### config.mk
export PLATFORM = sky130hd
export DESIGN_NAME = eec_ctrl
export DESIGN_NICKNAME = d
export VERILOG_FILES = /design/src/rtl/eec_pkg.sv /design/src/rtl/eec_ctrl.sv
export SDC_FILE = /design/constraint.sdc
export NUM_CORES = 1
export LEC_CHECK = 0
export BUFFER_PORTS_ARGS = -buffer_cell sky130_fd_sc_hd__buf_2
export CAP_MARGIN = 20
export CORE_ASPECT_RATIO = 0.5
export CORE_MARGIN = 2
export CORE_UTILIZATION = 45
export DETAILED_ROUTE_END_ITERATION = 6
export PLACE_DENSITY = 0.68
export SYNTH_ARGS = -nofsm -noshare
export SYNTH_HDL_FRONTEND = slang
export SYNTH_SLANG_ARGS = --single-unit
### constraint.sdc
create_clock -name clock -period 8.1 [get_ports clock]
set_input_delay 0.81 -clock clock [delete_from_list [all_inputs] [get_ports clock]]
set_output_delay 0.81 -clock clock [all_outputs]
set_load 0.02 [all_outputs]
### src/rtl/eec_pkg.sv
package eec_pkg;
	// register byte offsets
	localparam logic [11:0] CMD_OFS   = 12'h1B4;
	localparam logic [11:0] DATA_OFS  = 12'h1B8;
	localparam logic [11:0] ISTAT_OFS = 12'h1BC;
	localparam logic [11:0] IMASK_OFS = 12'h1C0;

	// command register field positions
	localparam int BUSY_BIT = 31;
	localparam int CMD_HI   = 30;
	localparam int CMD_LO   = 28;
	localparam int OVF_BIT  = 18;
	localparam int TMO_BIT  = 17;
	localparam int LDD_BIT  = 16;
	localparam int ADDR_HI  = 15;

	// command codes
	localparam logic [2:0] CMD_READ   = 3'h0;
	localparam logic [2:0] CMD_WRITE  = 3'h3;
	localparam logic [2:0] CMD_RELOAD = 3'h7;

	// loader marker in the first byte
	localparam logic [7:0] VALID_MARK = 8'hA5;

	// reset values
	localparam logic [15:0] ADDR_RST = 16'h0000;
	localparam logic [7:0]  DATA_RST = 8'h00;
	localparam logic [2:0]  CMD_RST  = 3'h0;

	// interrupt status bits
	localparam int IRQ_DONE = 0;
	localparam int IRQ_TMO  = 1;
	localparam int IRQ_LDD  = 2;

	// write response timeout
	localparam int TO_MS   = 30;
	localparam int CLK_KHZ = 200000;
	localparam int TO_CYC  = TO_MS * CLK_KHZ;

	// controller states
	typedef enum logic [1:0] {
		S_IDLE,
		S_OP,
		S_LCHK,
		S_LRUN
	} eec_st_t;
endpackage : eec_pkg

### src/rtl/eec_ctrl.sv
// The implementer's own choice: the strobed register port.
module eec_ctrl
	import eec_pkg::*;
#(
	parameter int TO_CYCLES = TO_CYC
) (
	input  wire logic        clock,
	input  wire logic        nrst,
	input  wire logic        soft_rst,
	input  wire logic [11:0] reg_addr,
	input  wire logic [31:0] reg_wdata,
	input  wire logic        reg_wr,
	input  wire logic        reg_rd,
	output logic      [31:0] reg_rdata,
	output logic             irq,
	output logic             ee_req,
	output logic             ee_wr,
	output logic      [15:0] ee_addr,
	output logic      [7:0]  ee_wdata,
	input  wire logic        ee_done,
	input  wire logic        ee_nack,
	input  wire logic [7:0]  ee_rdata,
	input  wire logic [15:0] size_limit,
	input  wire logic        ld_end,
	output logic      [7:0]  ld_byte,
	output logic             ld_vld,
	output logic             dev_ready
);

	// whole state of the controller
	typedef struct packed {
		eec_st_t     st;     // sequencer state
		logic        busy;   // controller busy flag
		logic [2:0]  cmd;    // command code field
		logic [15:0] addr;   // command address field
		logic [7:0]  data;   // data byte
		logic        ovf;    // loader overrun
		logic        tmo;    // timeout flag
		logic        ldd;    // load-done flag
		logic        ready;  // device ready
		logic        req;    // engine request level
		logic        rw;     // engine op is a write
		logic [15:0] eaddr;  // engine address
		logic [22:0] tcnt;   // write timeout count
		logic [7:0]  lbyte;  // byte to the parser
		logic        lvld;   // parser strobe
		logic [2:0]  istat;  // sticky events
		logic [2:0]  imask;  // event mask
		logic        irq;    // interrupt level
		logic [31:0] rdata;  // read data stage
	} eec_state_t;

	eec_state_t q, d;

	// bus decode
	logic       wr_cmd;
	logic       wr_data;
	logic       start;
	logic [2:0] new_cmd;
	logic [2:0] ev;
	logic       to_hit;

	assign wr_cmd  = reg_wr && (reg_addr == CMD_OFS);
	assign wr_data = reg_wr && (reg_addr == DATA_OFS);
	// a start only counts while idle
	assign start   = wr_cmd && reg_wdata[BUSY_BIT] && !q.busy;
	assign new_cmd = reg_wdata[CMD_HI:CMD_LO];
	// timeout limit applies to writes only
	assign to_hit  = q.rw && (q.tcnt == 23'(TO_CYCLES - 1));

	// next-state logic
	always_comb begin
		d       = q;
		ev      = 3'h0;
		d.lvld  = 1'b0;
		d.rdata = 32'h0000_0000;

		// read port, answered next cycle
		if (reg_rd) begin
			unique case (reg_addr)
				CMD_OFS: begin
					d.rdata = {q.busy, q.cmd, 9'h000, q.ovf, q.tmo, q.ldd, q.addr};
				end
				DATA_OFS: begin
					d.rdata = {24'h000000, q.data};
				end
				ISTAT_OFS: begin
					d.rdata = {29'h00000000, q.istat};
				end
				IMASK_OFS: begin
					d.rdata = {29'h00000000, q.imask};
				end
				default: begin
					d.rdata = 32'h0000_0000;
				end
			endcase
		end

		// fields frozen while busy
		if (start) begin
			d.cmd  = new_cmd;
			d.addr = reg_wdata[ADDR_HI:0];
		end
		if (wr_data && !q.busy) begin
			d.data = reg_wdata[7:0];
		end
		// write-one-to-clear flags; sets below win
		if (wr_cmd && reg_wdata[TMO_BIT]) begin
			d.tmo = 1'b0;
		end
		if (wr_cmd && reg_wdata[LDD_BIT]) begin
			d.ldd = 1'b0;
		end
		if (reg_wr && (reg_addr == IMASK_OFS)) begin
			d.imask = reg_wdata[2:0];
		end

		if (soft_rst) begin
			// digital reset reruns the loader
			d.st    = S_LCHK;
			d.busy  = 1'b1;
			d.ldd   = 1'b0;
			d.ovf   = 1'b0;
			d.ready = 1'b0;
			d.req   = 1'b1;
			d.rw    = 1'b0;
			d.eaddr = ADDR_RST;
			d.tcnt  = 23'h000000;
		end else begin
			unique case (q.st)
				S_IDLE: begin
					if (start) begin
						d.busy  = 1'b1;
						d.eaddr = reg_wdata[ADDR_HI:0];
						d.tcnt  = 23'h000000;
						unique case (new_cmd)
							CMD_READ: begin
								d.st  = S_OP;
								d.req = 1'b1;
								d.rw  = 1'b0;
							end
							CMD_WRITE: begin
								d.st  = S_OP;
								d.req = 1'b1;
								d.rw  = 1'b1;
							end
							CMD_RELOAD: begin
								d.st    = S_LCHK;
								d.req   = 1'b1;
								d.rw    = 1'b0;
								d.eaddr = ADDR_RST;
								d.ldd   = 1'b0;
								d.ovf   = 1'b0;
								d.ready = 1'b0;
							end
							default: begin
								// reserved code: refuse at once
								d.busy = 1'b0;
								d.tmo  = 1'b1;
								ev[IRQ_TMO]  = 1'b1;
								ev[IRQ_DONE] = 1'b1;
							end
						endcase
					end
				end
				S_OP: begin
					d.tcnt = q.tcnt + 23'h000001;
					if (ee_done) begin
						d.req  = 1'b0;
						d.st   = S_IDLE;
						d.busy = 1'b0;
						ev[IRQ_DONE] = 1'b1;
						if (!q.rw) begin
							d.data = ee_rdata;
						end
						if (ee_nack) begin
							d.tmo = 1'b1;
							ev[IRQ_TMO] = 1'b1;
						end
					end else if (to_hit) begin
						// no answer: drop the request
						d.req  = 1'b0;
						d.st   = S_IDLE;
						d.busy = 1'b0;
						d.tmo  = 1'b1;
						ev[IRQ_TMO]  = 1'b1;
						ev[IRQ_DONE] = 1'b1;
					end
				end
				S_LCHK: begin
					if (ee_done) begin
						if (ee_nack || (ee_rdata != VALID_MARK)) begin
							// unprogrammed or absent part
							d.req   = 1'b0;
							d.st    = S_IDLE;
							d.busy  = 1'b0;
							d.ready = 1'b1;
							d.tmo   = q.tmo | ee_nack;
							ev[IRQ_TMO]  = ee_nack;
							ev[IRQ_DONE] = 1'b1;
						end else begin
							// request stays high for next byte
							d.st    = S_LRUN;
							d.eaddr = q.eaddr + 16'h0001;
						end
					end
				end
				S_LRUN: begin
					if (ee_done) begin
						d.lbyte = ee_rdata;
						d.lvld  = 1'b1;
						if (ee_nack || ld_end || (q.eaddr >= size_limit)) begin
							d.req   = 1'b0;
							d.st    = S_IDLE;
							d.busy  = 1'b0;
							d.ready = 1'b1;
							ev[IRQ_DONE] = 1'b1;
							if (ee_nack) begin
								d.tmo = 1'b1;
								ev[IRQ_TMO] = 1'b1;
							end else if (ld_end) begin
								d.ldd = 1'b1;
								ev[IRQ_LDD] = 1'b1;
							end else begin
								d.ovf = 1'b1;
							end
						end else begin
							d.eaddr = q.eaddr + 16'h0001;
						end
					end
				end
			endcase
		end

		// sticky events, set wins over clear
		if (reg_wr && (reg_addr == ISTAT_OFS)) begin
			d.istat = q.istat & ~reg_wdata[2:0];
		end
		d.istat = d.istat | ev;
		d.irq   = |(d.istat & d.imask);
	end

	// state register; loader runs from reset
	always_ff @(posedge clock or negedge nrst) begin
		if (!nrst) begin
			q       <= '0;
			q.st    <= S_LCHK;
			q.busy  <= 1'b1;
			q.req   <= 1'b1;
			q.cmd   <= CMD_RST;
			q.addr  <= ADDR_RST;
			q.data  <= DATA_RST;
			q.eaddr <= ADDR_RST;
		end else begin
			q <= d;
		end
	end

	// outputs straight from flops
	assign reg_rdata = q.rdata;
	assign irq       = q.irq;
	assign ee_req    = q.req;
	assign ee_wr     = q.rw;
	assign ee_addr   = q.eaddr;
	assign ee_wdata  = q.data;
	assign ld_byte   = q.lbyte;
	assign ld_vld    = q.lvld;
	assign dev_ready = q.ready;
endmodule : eec_ctrl

==> impl_metrics.ini <==
[cts]
clock_latency_ps = 410
numCtsBuffers = 17
numClockSinks = 114
htreeDepth = 4
path_clk_slew_ps = 60
cts-hold-fix-buffers = 0
post-cts-setup-buffer-count = 0
tritoncts = yes
cts-root-buf = clkbuf_16
cts_resized = 0
clockBufferDepth = 2

[drt]
via_count = 5765
drc = 0
first_pass_iters = 7
drtIter0Drc = 600
routed_wirelength_um = 17600
detail_route.wl_per_cell_um = 17.7
drtAntennaViolNets = 0
routed_via_density = 5.78

[power_and_ir_drop]
p_leak_nw = 3.72
vdd_ir_drop_max_mv = 0.152
p_per_area_nw_per_um2 = 271

[synth]
synth_ff_type = dfrtp_1
synth_area_leaders = dfrtp_1, buf_4, mux2_2
synth.largest_area_cell = dfrtp_1
yosys.area.top_type_share_pct = 40.6
yosys_warnings = 0
syn_avg_cell_area_sq_um = 9.44
synth.most_common_cell = dfrtp_1
syn_area_sq_um = 6850
synth_seq_cells = 114
ys_seq_area_share_pct = 41.7
syn-instance-count = 725
synth_edf_count = 0
async_reset_ff_share_pct = 100
synth_common_cells = dfrtp_1, buf_4, nand2_1
synth_cell_type_count = 73

[timing]
skew_ps = 6.96
period_minus_slack_ps = 3470
slew_violations = 0
fmax_mhz = 288
fin_crit_sh_pct = 42.9
setup_ws_ps = 4630
whs_ps = 488
hold_viol_final = 0
rsz0062_at_grt = false
worst-slew-pin-transition_ps = 1040
timing.setup.tns_ps = 0
slew_headroom_pct = 30.2
setup-violations-final = 0

[placement]
dpl.hpwl_um = 13000
placed_cell_area_sq_um = 7190
gp_congestion = 0.895
preCtsSetupSlack_ps = 4380
placement.io_buffers = 125

[finish]
antenna-diode-count = 0
layout-drive-gt1-share_pct = 26.3
nFillCells = 1345
final_nets = 886
syn_to_final_growth_pct = 13.5
final_cell_area_sq_um = 7770

[floorplanning]
rows = 31
die_w_um = 178
coreArea_sq_um = 14700
die_h_um = 91.2
start_util_pct = 46.7
boundaryPins = 145
fp.dieArea_sq_um = 16300

[critical_path]
path_max_fanout = 14
worstPathRequired_ps = 8390
crit_type = reg -> reg
startpoint_type = register
critPathCaptureType = register
cp.arrival_ps = 3770

[global_routing]
grt_start_max_net_pins = 62
grt_pass1_wl_um = 28800
grt_use_total_pct = 22.5
antenna_found_initial = 0
grt.overflow.total = 0
grt_pass1_vias = 5523

[job]
drv_cap = 0

[worst_hold_path]
hold_path_class = in -> async

[status]
status = complete, no violations
state kept, by name, summed over array words and instances (netlist names):
| signal | count |
|---|---|
| ld_vld | 1 |
| ee_addr | 16 |
| ld_byte | 8 |
| ee_req | 1 |
| q | 54 |
| ee_wr | 1 |
| ee_wdata | 8 |
| irq | 1 |
| dev_ready | 1 |
| reg_rdata | 23 |
area by class of cell:
class	instances	area (sq um)	area share [%]
Clock buffer	19	443	5.70
Multi-Input combinational cell	493	3310	42.6
Sequential cell	114	2860	36.8
Timing Repair Buffer	129	658	8.47
Clock inverter	13	138	1.77
Tap cell	198	248	3.19
Inverter	32	120	1.55
layer usage:
layer  global-route usage (%)  up-vias  wire (um)
li1                         -     2696          -
met5                        0        -          0
met2                     34.7      212       7980
met1                     31.1     2820       8140
met3                     4.82       37       1120
met4                     7.99        0        407
through the flow:
step	utilization, %	instances	power (mW)
after CTS	53.0	998	2.11
after global placement	49.0	966	1.36
after detailed placement	49.0	966	1.37
final	53.0	998	2.11
after floorplan	-	733	1.24
after global routing	53.0	998	2.22
kinds of logic after synthesis:
logic type,count (synthesis),share of synthesized area [%]
AO/OA/AOI/OAI,151,15.0
XOR/XNOR,9,1.15
adder cells (fa/ha/maj),23,4.20
buffers and inverters,126,10.5
flip-flops,114,41.7
multiplexers,43,6.87
other,1,0.0548
AND/OR/NAND/NOR,258,20.5
worst paths after layout:
check / start / end / slack, ps / cells past startpoint
worst max-delay path: q[121] / ee_addr[1] / 4630 / 8
worst min-delay path: nrst / ld_vld / 490 / 1
worst max register to register: q[121] / ee_addr[1] / 4630 / 8
worst min register to register: q[110] / q[110] / 490 / 1
max in group asynchronous: nrst / reg_rdata[7] / 6450 / 2
min in group clock: q[110] / q[110] / 490 / 1
power breakdown:
part,internal [mW],switching [mW],leakage [nW]
Sequential,0.646,0.0593,1.54
Clock,0.459,0.272,0.267
Combinational,0.239,0.431,1.91
critical path, stage by stage (launching register included):
cell     delay, ps
dfrtp_1        390
inv_1          110
ha_1           310
nor2_1         820
mux2i_1        170
o31ai_1        490
nand2_1        310
o21ai_4        380
mux2_2         380
cells in the final DEF, fill, tap and decap left out, drive strengths merged, types with 7 or more instances in the layout:
cell type,synthesis,routed
a21oi,27,27
a22oi,9,9
a31oi,12,12
and2,7,7
and3,29,29
buf,70,129
clkbuf,24,19
conb,1,9
dfrtp,111,111
ha,23,23
inv,31,31
mux2,32,32
mux2i,11,11
nand2,61,61
nand3,32,32
nand4,11,11
nor2,40,40
nor3,17,17
nor4,15,15
o21ai,45,45
or3,9,9
xnor2,9,9
Power figures use the tool's default switching activity.
